--- src/logic/pwi_pkg.sv ---
// package of constants and types for the pwm waveform interpolator
package pwi_pkg;
  // register indices; byte address is four times the index
  localparam logic [6:0] IDX_CONFIG = 7'h00;
  localparam logic [6:0] IDX_WRAP = 7'h02;
  localparam logic [6:0] IDX_TABLE_BASE = 7'h04;
  localparam logic [6:0] IDX_TRIG = 7'h06;
  localparam logic [6:0] IDX_SPEED = 7'h08;
  localparam logic [6:0] IDX_PHASE = 7'h0A;
  localparam logic [6:0] IDX_ANGLE = 7'h0C;
  localparam logic [6:0] IDX_SHADOW = 7'h1C;
  // per channel block: channel n sits at index (3+n)*16 plus a sub index
  localparam logic [2:0] CHAN_BLOCK_FIRST = 3'h3;
  localparam logic [3:0] SUB_OFFSET = 4'h0;
  localparam logic [3:0] SUB_LOW = 4'h2;
  localparam logic [3:0] SUB_HIGH = 4'h4;
  localparam logic [3:0] SUB_LOW_RLD = 4'h6;
  localparam logic [3:0] SUB_HIGH_RLD = 4'h8;
  // configuration bit positions
  localparam int CFG_SPEED_EN = 0;
  localparam int CFG_DMA_EN = 1;
  localparam int CFG_LOW_ON = 2;
  localparam int CFG_HIGH_ON = 3;
  localparam int CFG_PAIR_SWAP = 4;
  localparam int CFG_PACING = 5;
  // trigger bit positions
  localparam int TRG_SYNC = 0;
  localparam int TRG_RELOAD0 = 1;
  localparam int TRG_DMA0 = 4;
  localparam int TRG_SCALE = 7;
  // reset values
  localparam logic [5:0] CONFIG_RESET = 6'h00;
  localparam logic [15:0] WORD_RESET = 16'h0000;
  localparam logic [17:0] PHASE_RESET = 18'h00000;
  localparam logic [11:0] ANGLE_RESET = 12'h000;
  // table entry fields and dma address step
  localparam int TBL_ON = 31;
  localparam int TBL_SLOPE_MSB = 15;
  localparam int TBL_SLOPE_LSB = 9;
  localparam int TBL_DUR_MSB = 8;
  localparam logic [15:0] DMA_STEP = 16'h0004;
  localparam logic [8:0] DUR_RELOAD_BELOW = 9'h002;
  // signals toward one pwm channel
  typedef struct packed {
    logic high_side;
    logic low_side;
    logic [15:0] amp;
  } pwi_chan_type;
  typedef enum logic [1:0] {
    SC_IDLE = 2'b00,
    SC_CALC = 2'b01,
    SC_HAND = 2'b10
  } pwi_scale_state_type;
endpackage : pwi_pkg

--- src/logic/pwi_waveform_interpolator.sv ---
// pwm waveform interpolator: phase counter, three line channels, dma refill, scaler
`timescale 1ns/10ps
`default_nettype none
module pwi_waveform_interpolator #(
  parameter logic [15:0] SCALE_OFFSET = 16'h0000,
  parameter logic [15:0] SCALE_MUL = 16'h0001,
  parameter logic [4:0] SCALE_SHIFT = 5'h00
) (
  input wire logic CLOCK_I, // system clock
  input wire logic RESETN_I, // synchronous reset, active low
  input wire logic PSEL_I, // apb select
  input wire logic PENABLE_I, // apb enable
  input wire logic PWRITE_I, // apb direction
  input wire logic [11:0] PADDR_I, // apb byte address
  input wire logic [31:0] PWDATA_I, // apb write data
  output logic [31:0] PRDATA_O, // apb read data
  output logic PREADY_O, // apb ready
  output logic PSLVERR_O, // apb error on unmapped address
  output logic DMA_REQ_O, // memory read request
  output logic [15:0] DMA_ADDR_O, // memory read address
  input wire logic DMA_GNT_I, // grant, read data valid
  input wire logic [31:0] DMA_RDATA_I, // table entry
  input wire logic PWM_RELOAD_I, // pwm reload event pulse
  input wire logic PWM_ACK_I, // pwm takes the values
  output pwi_pkg::pwi_chan_type [2:0] PWM_CH_O, // values per pwm channel
  output logic PWM_VALID_O, // new amplitudes offered
  output logic [11:0] ANGLE_O, // electrical angle to adc control
  output logic IRQ_O // module interrupt pulse
);
  import pwi_pkg::*;

  logic [5:0] cfg_ff, nxt_cfg;
  logic [11:0] wrap_ff, nxt_wrap, angle_ff, nxt_angle;
  logic [15:0] speed_ff, nxt_speed, shadow_ff, nxt_shadow, base_ff, nxt_base;
  logic shadow_wr_ff, nxt_shadow_wr;
  logic [17:0] phase_ff, nxt_phase;
  logic [15:0] off_ff [3], nxt_off [3];
  logic [15:0] low_ff [3], nxt_low [3];
  logic [15:0] high_ff [3], nxt_high [3];
  logic [15:0] low_rld_ff [3], nxt_low_rld [3];
  logic [15:0] high_rld_ff [3], nxt_high_rld [3];
  logic [2:0] fresh_ff, nxt_fresh, pend_ff, nxt_pend, pend_set, pend_clr, rld_evt;
  logic busy_ff, nxt_busy, irq_ff, nxt_irq, reload_err;
  logic [1:0] dch_ff, nxt_dch;
  logic [15:0] daddr_ff, nxt_daddr;
  logic [18:0] phase_sum;
  logic step, setup, wr;
  logic [6:0] idx;
  logic [7:0] trig;
  logic [31:0] prdata_ff, nxt_prdata;
  logic pready_ff, nxt_pready, pslverr_ff, nxt_pslverr;
  pwi_scale_state_type st_ff, nxt_st;
  logic [1:0] sidx_ff, nxt_sidx;
  logic spend_ff, nxt_spend, valid_ff, nxt_valid, scale_trig;
  logic [15:0] amp_ff [3], nxt_amp [3];
  pwi_chan_type [2:0] out_ff, nxt_out;

  // channel number of an index, 3 when not a channel block
  function automatic logic [1:0] chan_of(input logic [6:0] i);
    chan_of = (i[6:4] >= CHAN_BLOCK_FIRST) && (i[6:4] < CHAN_BLOCK_FIRST + 3'h3) ?
      2'(i[6:4] - CHAN_BLOCK_FIRST) : 2'h3;
  endfunction : chan_of

  // line value to pwm reload value: offset, multiply, shift, limit
  function automatic logic [15:0] scale_fn(input logic [14:0] v);
    logic [16:0] s;
    logic [32:0] p;
    s = 17'(v) + 17'(SCALE_OFFSET);
    p = 33'(s) * 33'(SCALE_MUL);
    p = p >> SCALE_SHIFT;
    scale_fn = (|p[32:16]) ? 16'hFFFF : p[15:0];
  endfunction : scale_fn

  // bus decode, command strobes and phase overflow
  assign setup = PSEL_I && !PENABLE_I;
  assign wr = PSEL_I && PENABLE_I && pready_ff && PWRITE_I;
  assign idx = PADDR_I[8:2];
  assign trig = (wr && idx == IDX_TRIG) ? PWDATA_I[7:0] : 8'h00;
  assign phase_sum = 19'(phase_ff) + 19'(speed_ff);
  assign step = cfg_ff[CFG_SPEED_EN] && phase_sum[18];

  // apb answer: captured in setup, ready in the access cycle
  always_comb
  begin
    logic [1:0] c;
    logic [3:0] sub;
    logic hit;
    c = chan_of(idx);
    sub = idx[3:0];
    hit = 1'b1;
    nxt_prdata = 32'h00000000;
    if (c != 2'h3)
    begin
      unique case (sub)
        SUB_OFFSET: nxt_prdata[15:0] = off_ff[c];
        SUB_LOW: nxt_prdata[15:0] = low_ff[c];
        SUB_HIGH: nxt_prdata[15:0] = high_ff[c];
        SUB_LOW_RLD: nxt_prdata[15:0] = low_rld_ff[c];
        SUB_HIGH_RLD: nxt_prdata[15:0] = high_rld_ff[c];
        default: hit = 1'b0;
      endcase
    end
    else
    begin
      unique case (idx)
        IDX_CONFIG: nxt_prdata[5:0] = cfg_ff;
        IDX_WRAP: nxt_prdata[11:0] = wrap_ff;
        IDX_TABLE_BASE: nxt_prdata[15:0] = base_ff;
        IDX_TRIG: nxt_prdata = 32'h00000000;
        IDX_SPEED: nxt_prdata[15:0] = speed_ff;
        IDX_PHASE: nxt_prdata[15:0] = phase_ff[17:2];
        IDX_ANGLE: nxt_prdata[11:0] = angle_ff;
        IDX_SHADOW: nxt_prdata[15:0] = shadow_ff;
        default: hit = 1'b0;
      endcase
    end
    if (PADDR_I[11:9] != 3'h0 || PADDR_I[1:0] != 2'h0)
      hit = 1'b0;
    if (!hit)
      nxt_prdata = 32'h00000000;
    nxt_pready = setup;
    nxt_pslverr = setup && !hit;
  end

  // phase, angle, speed, channels and dma refill next state
  always_comb
  begin
    nxt_cfg = cfg_ff;
    nxt_wrap = wrap_ff;
    nxt_base = base_ff;
    nxt_speed = speed_ff;
    nxt_shadow = shadow_ff;
    nxt_shadow_wr = shadow_wr_ff;
    nxt_phase = phase_ff;
    nxt_angle = angle_ff;
    nxt_off = off_ff;
    nxt_low = low_ff;
    nxt_high = high_ff;
    nxt_low_rld = low_rld_ff;
    nxt_high_rld = high_rld_ff;
    nxt_fresh = fresh_ff;
    nxt_busy = busy_ff;
    nxt_dch = dch_ff;
    nxt_daddr = daddr_ff;
    pend_set = 3'h0;
    pend_clr = 3'h0;
    reload_err = 1'b0;
    if (cfg_ff[CFG_SPEED_EN])
      nxt_phase = phase_sum[17:0];
    if (step)
      nxt_angle = (angle_ff == wrap_ff) ? ANGLE_RESET : angle_ff + 12'h001;
    if (trig[TRG_SYNC] && shadow_wr_ff)
    begin
      nxt_speed = shadow_ff;
      nxt_shadow_wr = 1'b0;
    end
    for (int c = 0; c < 3; c++)
    begin
      rld_evt[c] = (step && low_ff[c][TBL_DUR_MSB:0] < DUR_RELOAD_BELOW) ||
        trig[TRG_RELOAD0 + c];
      if (rld_evt[c])
      begin
        nxt_low[c] = low_rld_ff[c];
        nxt_high[c] = high_rld_ff[c];
        nxt_fresh[c] = 1'b0;
        reload_err = reload_err || !fresh_ff[c];
        pend_set[c] = cfg_ff[CFG_DMA_EN];
      end
      else if (step)
      begin
        // unsigned line value wraps freely
        nxt_high[c][14:0] = high_ff[c][14:0] +
          {{8{low_ff[c][TBL_SLOPE_MSB]}}, low_ff[c][TBL_SLOPE_MSB:TBL_SLOPE_LSB]};
        nxt_low[c][TBL_DUR_MSB:0] = low_ff[c][TBL_DUR_MSB:0] - 9'h001;
      end
      if (trig[TRG_DMA0 + c])
        pend_set[c] = 1'b1;
    end
    // software writes
    if (wr)
    begin
      unique case (idx)
        IDX_CONFIG: nxt_cfg = PWDATA_I[5:0];
        IDX_WRAP: nxt_wrap = PWDATA_I[11:0];
        IDX_TABLE_BASE: nxt_base = PWDATA_I[15:0];
        IDX_SPEED: nxt_speed = PWDATA_I[15:0];
        IDX_PHASE: nxt_phase = {PWDATA_I[15:0], 2'b00};
        IDX_ANGLE: nxt_angle = PWDATA_I[11:0];
        IDX_SHADOW:
        begin
          nxt_shadow = PWDATA_I[15:0];
          nxt_shadow_wr = 1'b1;
        end
        default: ;
      endcase
      if (chan_of(idx) != 2'h3)
      begin
        unique case (idx[3:0])
          SUB_OFFSET: nxt_off[chan_of(idx)] = PWDATA_I[15:0];
          SUB_LOW: nxt_low[chan_of(idx)] = PWDATA_I[15:0];
          SUB_HIGH: nxt_high[chan_of(idx)] = PWDATA_I[15:0];
          SUB_LOW_RLD:
          begin
            nxt_low_rld[chan_of(idx)] = PWDATA_I[15:0];
            nxt_fresh[chan_of(idx)] = 1'b1;
          end
          SUB_HIGH_RLD:
          begin
            nxt_high_rld[chan_of(idx)] = PWDATA_I[15:0];
            nxt_fresh[chan_of(idx)] = 1'b1;
          end
          default: ;
        endcase
      end
    end
    // dma refill, one channel at a time
    if (busy_ff && DMA_GNT_I)
    begin
      if (DMA_RDATA_I[TBL_DUR_MSB:0] == 9'h000)
      begin
        nxt_off[dch_ff] = WORD_RESET;
        nxt_daddr = base_ff;
      end
      else
      begin
        nxt_high_rld[dch_ff] = DMA_RDATA_I[TBL_ON:16];
        nxt_low_rld[dch_ff] = DMA_RDATA_I[15:0];
        nxt_off[dch_ff] = off_ff[dch_ff] + DMA_STEP;
        nxt_fresh[dch_ff] = 1'b1;
        nxt_busy = 1'b0;
      end
    end
    else if (!busy_ff && |pend_ff)
    begin
      nxt_dch = pend_ff[0] ? 2'h0 : (pend_ff[1] ? 2'h1 : 2'h2);
      nxt_daddr = base_ff + off_ff[nxt_dch];
      nxt_busy = 1'b1;
      pend_clr[nxt_dch] = 1'b1;
    end
    nxt_pend = (pend_ff & ~pend_clr) | pend_set;
    nxt_irq = (|rld_evt) || reload_err || trig[TRG_SYNC];
  end

  // scaler sequencing and outputs toward the pwm module
  always_comb
  begin
    int src;
    src = 0;
    nxt_st = st_ff;
    nxt_sidx = sidx_ff;
    nxt_amp = amp_ff;
    nxt_valid = valid_ff;
    scale_trig = (cfg_ff[CFG_PACING] ? PWM_RELOAD_I : step) || trig[TRG_SCALE];
    nxt_spend = spend_ff || scale_trig;
    unique case (st_ff)
      SC_IDLE:
        if (nxt_spend)
        begin
          nxt_st = SC_CALC;
          nxt_sidx = 2'h0;
          nxt_spend = 1'b0; // this pass consumes every merged trigger
        end
      SC_CALC:
      begin
        nxt_amp[sidx_ff] = scale_fn(high_ff[sidx_ff][14:0]);
        nxt_sidx = sidx_ff + 2'h1;
        if (sidx_ff == 2'h2)
          nxt_st = SC_HAND;
      end
      SC_HAND:
      begin
        nxt_valid = 1'b1;
        if (valid_ff && PWM_ACK_I)
        begin
          nxt_valid = 1'b0;
          nxt_st = SC_IDLE;
        end
      end
      default: nxt_st = SC_IDLE;
    endcase
    for (int o = 0; o < 3; o++)
    begin
      src = (cfg_ff[CFG_PAIR_SWAP] && o < 2) ? 1 - o : o;
      nxt_out[o].amp = amp_ff[src];
      nxt_out[o].high_side = high_ff[src][15] ? cfg_ff[CFG_HIGH_ON] : 1'b1;
      nxt_out[o].low_side = high_ff[src][15] ? cfg_ff[CFG_LOW_ON] : 1'b1;
    end
  end

  // register all state
  always_ff @(posedge CLOCK_I)
  begin
    if (!RESETN_I)
    begin
      cfg_ff <= CONFIG_RESET;
      wrap_ff <= ANGLE_RESET;
      base_ff <= WORD_RESET;
      speed_ff <= WORD_RESET;
      shadow_ff <= WORD_RESET;
      shadow_wr_ff <= 1'b0;
      phase_ff <= PHASE_RESET;
      angle_ff <= ANGLE_RESET;
      for (int c = 0; c < 3; c++)
      begin
        off_ff[c] <= WORD_RESET;
        low_ff[c] <= WORD_RESET;
        high_ff[c] <= WORD_RESET;
        low_rld_ff[c] <= WORD_RESET;
        high_rld_ff[c] <= WORD_RESET;
        amp_ff[c] <= WORD_RESET;
      end
      fresh_ff <= 3'h0;
      pend_ff <= 3'h0;
      busy_ff <= 1'b0;
      dch_ff <= 2'h0;
      daddr_ff <= WORD_RESET;
      irq_ff <= 1'b0;
      prdata_ff <= 32'h00000000;
      pready_ff <= 1'b0;
      pslverr_ff <= 1'b0;
      st_ff <= SC_IDLE;
      sidx_ff <= 2'h0;
      spend_ff <= 1'b0;
      valid_ff <= 1'b0;
      out_ff <= '0;
    end
    else
    begin
      cfg_ff <= nxt_cfg;
      wrap_ff <= nxt_wrap;
      base_ff <= nxt_base;
      speed_ff <= nxt_speed;
      shadow_ff <= nxt_shadow;
      shadow_wr_ff <= nxt_shadow_wr;
      phase_ff <= nxt_phase;
      angle_ff <= nxt_angle;
      off_ff <= nxt_off;
      low_ff <= nxt_low;
      high_ff <= nxt_high;
      low_rld_ff <= nxt_low_rld;
      high_rld_ff <= nxt_high_rld;
      amp_ff <= nxt_amp;
      fresh_ff <= nxt_fresh;
      pend_ff <= nxt_pend;
      busy_ff <= nxt_busy;
      dch_ff <= nxt_dch;
      daddr_ff <= nxt_daddr;
      irq_ff <= nxt_irq;
      prdata_ff <= nxt_prdata;
      pready_ff <= nxt_pready;
      pslverr_ff <= nxt_pslverr;
      st_ff <= nxt_st;
      sidx_ff <= nxt_sidx;
      spend_ff <= nxt_spend;
      valid_ff <= nxt_valid;
      out_ff <= nxt_out;
    end
  end

  // outputs straight from flip-flops
  assign PRDATA_O = prdata_ff;
  assign PREADY_O = pready_ff;
  assign PSLVERR_O = pslverr_ff;
  assign DMA_REQ_O = busy_ff;
  assign DMA_ADDR_O = daddr_ff;
  assign PWM_CH_O = out_ff;
  assign PWM_VALID_O = valid_ff;
  assign ANGLE_O = angle_ff;
  assign IRQ_O = irq_ff;
endmodule : pwi_waveform_interpolator
`default_nettype wire

--- config.mk ---
export PLATFORM = sky130hd
export DESIGN_NAME = pwi_waveform_interpolator
export DESIGN_NICKNAME = d
export VERILOG_FILES = /design/src/logic/pwi_pkg.sv /design/src/logic/pwi_waveform_interpolator.sv
export SDC_FILE = /design/constraint.sdc
export NUM_CORES = 2
export LEC_CHECK = 0
export BUFFER_PORTS_ARGS = -buffer_cell sky130_fd_sc_hd__buf_2
export CAP_MARGIN = 15
export CORE_ASPECT_RATIO = 0.8
export CORE_MARGIN = 4
export CORE_UTILIZATION = 40
export DETAILED_ROUTE_END_ITERATION = 8
export PLACE_DENSITY = 0.67
export SYNTH_ARGS = -nofsm -noshare
export SYNTH_HDL_FRONTEND = slang
export SYNTH_SLANG_ARGS = --single-unit
export TNS_END_PERCENT = 50
--- constraint.sdc ---
create_clock -name CLOCK_I -period 4.55 [get_ports CLOCK_I]
set_input_delay 0 -clock CLOCK_I [delete_from_list [all_inputs] [get_ports CLOCK_I]]
set_output_delay 0 -clock CLOCK_I [all_outputs]
set_load 0.01 [all_outputs]
==> run metrics <==
outcome=finished clean; vias in the first global route=24500; Setup-failing EPs final=0; largest net degree at the start of global routing=roughly 150; final std cells w/o fill=4548; Synth Instances=~3500; # nets final=3748; mapped cell area=0.0280 sq mm; FP Rows=86; power per cell area=291 mW/mm^2; Post-Place Cells=4386; Port Buffer Count=around 170; antenna violations before repair=6; die area=0.0743 sq mm; Via Count=27800; TritonCTS Buffers=54; Max Cap Viol=0; drt total wl=107000 microns; cell taking the most area after synthesis=dfxtp_1; skew final=between 10 and 15 ps; CP arrival=4360 ps; Netlist cell types=87; Synth Area per Inst=7.98 sq um; hold wc startpoint=PWDATA_I[4]; Skew-Pair Late Insertion Delay=roughly 630 ps; crit end category=register; Initial DRC Count=approximately 3800; Worst R2R Path Depth=11; Initial Util=0.405; post-synth top area share=0.343; most frequent cells in the layout=510 x nor2_1, 479 x dfxtp_1, 407 x nand2_1; Final Cycle Share=0.856; Post-synth EDFFs=0; RR Startpoint=speed_ff[0]$_SDFF_PN0_; Peak Freq=257 MHz; Seq/Total Area, Yosys=0.343; Clock Path Buffers=3; Fin. Hold Viols=0; Leak=about 12 nW; sw power=0.00229 W; sw frac=0.246; Post-route DRC=0; Hold Crit Class=input pin to register; first-pass iteration count of the detailed router=5; Max IR drop VDD=between 200 and 300 uV; layout cells sized above 1=0.107; CTS root buf=clkbuf_16; Ys Warns=0; FF-to-FF setup slack=660 ps; crit path max fanout=35; Sequential Power Share=0.453; Die Ht=approximately 240 microns; Total Power=0.00930 W; Clock Sink Count=480; Post-synth ARST share=0; CTS tree=built; Layout area overhead=14.1%; RSZ-0062 raised after global routing=no; CP Class=register to register; clock group share of total power=0.498; Internal=~0.007 W; Startpoint Class=register; post-CTS sizing=0; worst r2r dst=high_ff[40]$_SDFF_PN0_; Hold Path Stages=3; Pins Over Slew Limit=0; Data required, critical path=~5000 ps; htree depth=2; first-pass GRT wire length=158000 microns; most common cell after layout, fill and taps aside=nor2_1; Congestion Overflow GR=0; total negative slack=0 ps; post-route ant nets=0; Placer Congestion=1.02; Primary FF master, synth=dfxtp_1; hold endpoint=wrap_ff[4]$_SDFFE_PN0P_; Area contributors post-synth=dfxtp_1 34%, mux2i_1 11%, nor2_1 6.9%; Worst-Margin Slew=between 1000 and 1500 ps; Tot GR Track Use=0.272; top-level I/O count=slightly above 200; Reg clk slew, reported paths=60 ps; Wirelength per Cell=23.5 microns; number of synthesized register bits=480; Period minus WS final=3890 ps; worst rel slew slack=0.198; DPL Wire Length=73900 microns; Die X-Extent=304 microns; Combinational Power Share=0.050; Via density=approximately 6; Core ar.=0.0691 sq mm
## cell usage after synthesis (7+ instances only)
library cell,n
a21oi_1,234
inv_1,49
o21ai_0,141
o21bai_1,9
a221o_1,7
a21o_1,22
dfxtp_1,480
nor2b_1,15
ha_1,84
nor3_1,44
a22oi_1,27
clkbuf_1,236
nand2b_1,12
and3_1,17
o32ai_1,16
nand3_1,61
a22o_1,10
nand2_1,410
a31oi_1,19
and2_1,32
nor2_1,511
o22ai_1,46
o21a_1,20
buf_2,24
a311oi_1,86
buf_1,21
or3_1,17
nand4_1,23
xnor2_1,76
a211oi_1,150
buf_4,23
mux2i_1,303
o31ai_1,18
o22a_1,42
nor4_1,17
or2_2,8
o211ai_1,52
xor2_1,28
## worst max-delay path by stage
| stage | startpoint | endpoint | slack [ps] | depth (start not counted) |
|---|---|---|---|---|
| floorplan | pend_ff[1]$_SDFF_PN0_ | DMA_ADDR_O[15]$_SDFFE_PN0P_ | 990 | 13 |
| global placement | speed_ff[0]$_SDFF_PN0_ | high_ff[44]$_SDFF_PN0_ | 840 | 11 |
| detailed placement | speed_ff[0]$_SDFF_PN0_ | high_ff[40]$_SDFF_PN0_ | 790 | 11 |
| CTS | speed_ff[0]$_SDFF_PN0_ | high_ff[40]$_SDFF_PN0_ | 760 | 11 |
| global route | speed_ff[0]$_SDFF_PN0_ | high_ff[39]$_SDFF_PN0_ | 440 | 11 |
| finish | speed_ff[0]$_SDFF_PN0_ | high_ff[40]$_SDFF_PN0_ | 660 | 11 |
## what timing repair did
item | 4_1_cts | 5_1_grt
endpoints found under the hold margin | 180 | 0
hold buffers | 55 | 0
setup buffers | 0 | 0
## per-stage QoR
stage	setup WS (ps)	util	cell area, sq um	hold WS [ps]
3_3_place_gp	842	0.427	29500	205
2_1_floorplan	986	-	28100	72.4
4_1_cts	758	0.462	31900	7.50
3_5_place_dp	788	0.427	29500	202
5_1_grt	440	0.462	31900	59.9
6_report	657	0.462	31900	65.7
## area by class of cell
type	instances	area, sq um
flip-flops and latches	480	9610
repair buffers	300	2030
fillers	6844	37100
clock inverters	24	313
well taps	924	1160
inverters	51	199
clock buffers	75	1560
diodes	6	15.0
multi-input cells	2688	17100
## cell families (layout without fill, tap and decap cells)
logic type,count (synthesis),in the layout,share of synthesized area
AND/OR/NAND/NOR,1195,1195,0.182
AO/OA/AOI/OAI,975,975,0.238
flip-flops,480,480,0.343
buffers and inverters,359,450,0.0534
multiplexers,306,306,0.110
XOR/XNOR,104,104,0.0325
adder cells (fa/ha/maj),89,89,0.0411
other,1,25,0.000134
## routing by layer
layer | vias up | track usage | part of all wire
met5 | - | 0 | 0.0010
met1 | 13200 | 0.403 | 0.45
li1 | 12800 | - | -
met3 | 228 | 0.0908 | 0.13
met4 | 4 | 0.0882 | 0.035
met2 | 1537 | 0.364 | 0.38
## power by group through the flow
| stage | clock (W) | sequential [W] | combinational (W) |
|---|---|---|---|
| 2_1_floorplan | 0 | 0.00430 | 0.000233 |
| 3_3_place_gp | 0 | 0.00430 | 0.000403 |
| 3_5_place_dp | 0 | 0.00430 | 0.000405 |
| 4_1_cts | 0.00467 | 0.00421 | 0.000443 |
| 5_1_grt | 0.00486 | 0.00421 | 0.000472 |
| 6_report | 0.00463 | 0.00421 | 0.000462 |
## registers in the layout, indices dropped and copies added, names as in the netlist, 18 cells and up
| register | flops |
|---|---|
| off_ff | 48 |
| low_rld_ff | 48 |
| high_ff | 48 |
| high_rld_ff | 48 |
| PWM_CH_O | 51 |
| amp_ff | 45 |
| phase_ff | 18 |
| low_ff | 48 |
## worst max-delay path, cell delays in order (launching register included)
cell and delay [ps]:
dfxtp_1 330, ha_1 220, fa_1 430, a211oi_1 410, o21a_1 230, or3b_1 380
a21o_4 330, o41a_2 710, buf_4 320, o211ai_1 110, o211ai_1 130, a21oi_1 100
No activity file was read; power rests on OpenSTA's default activity.
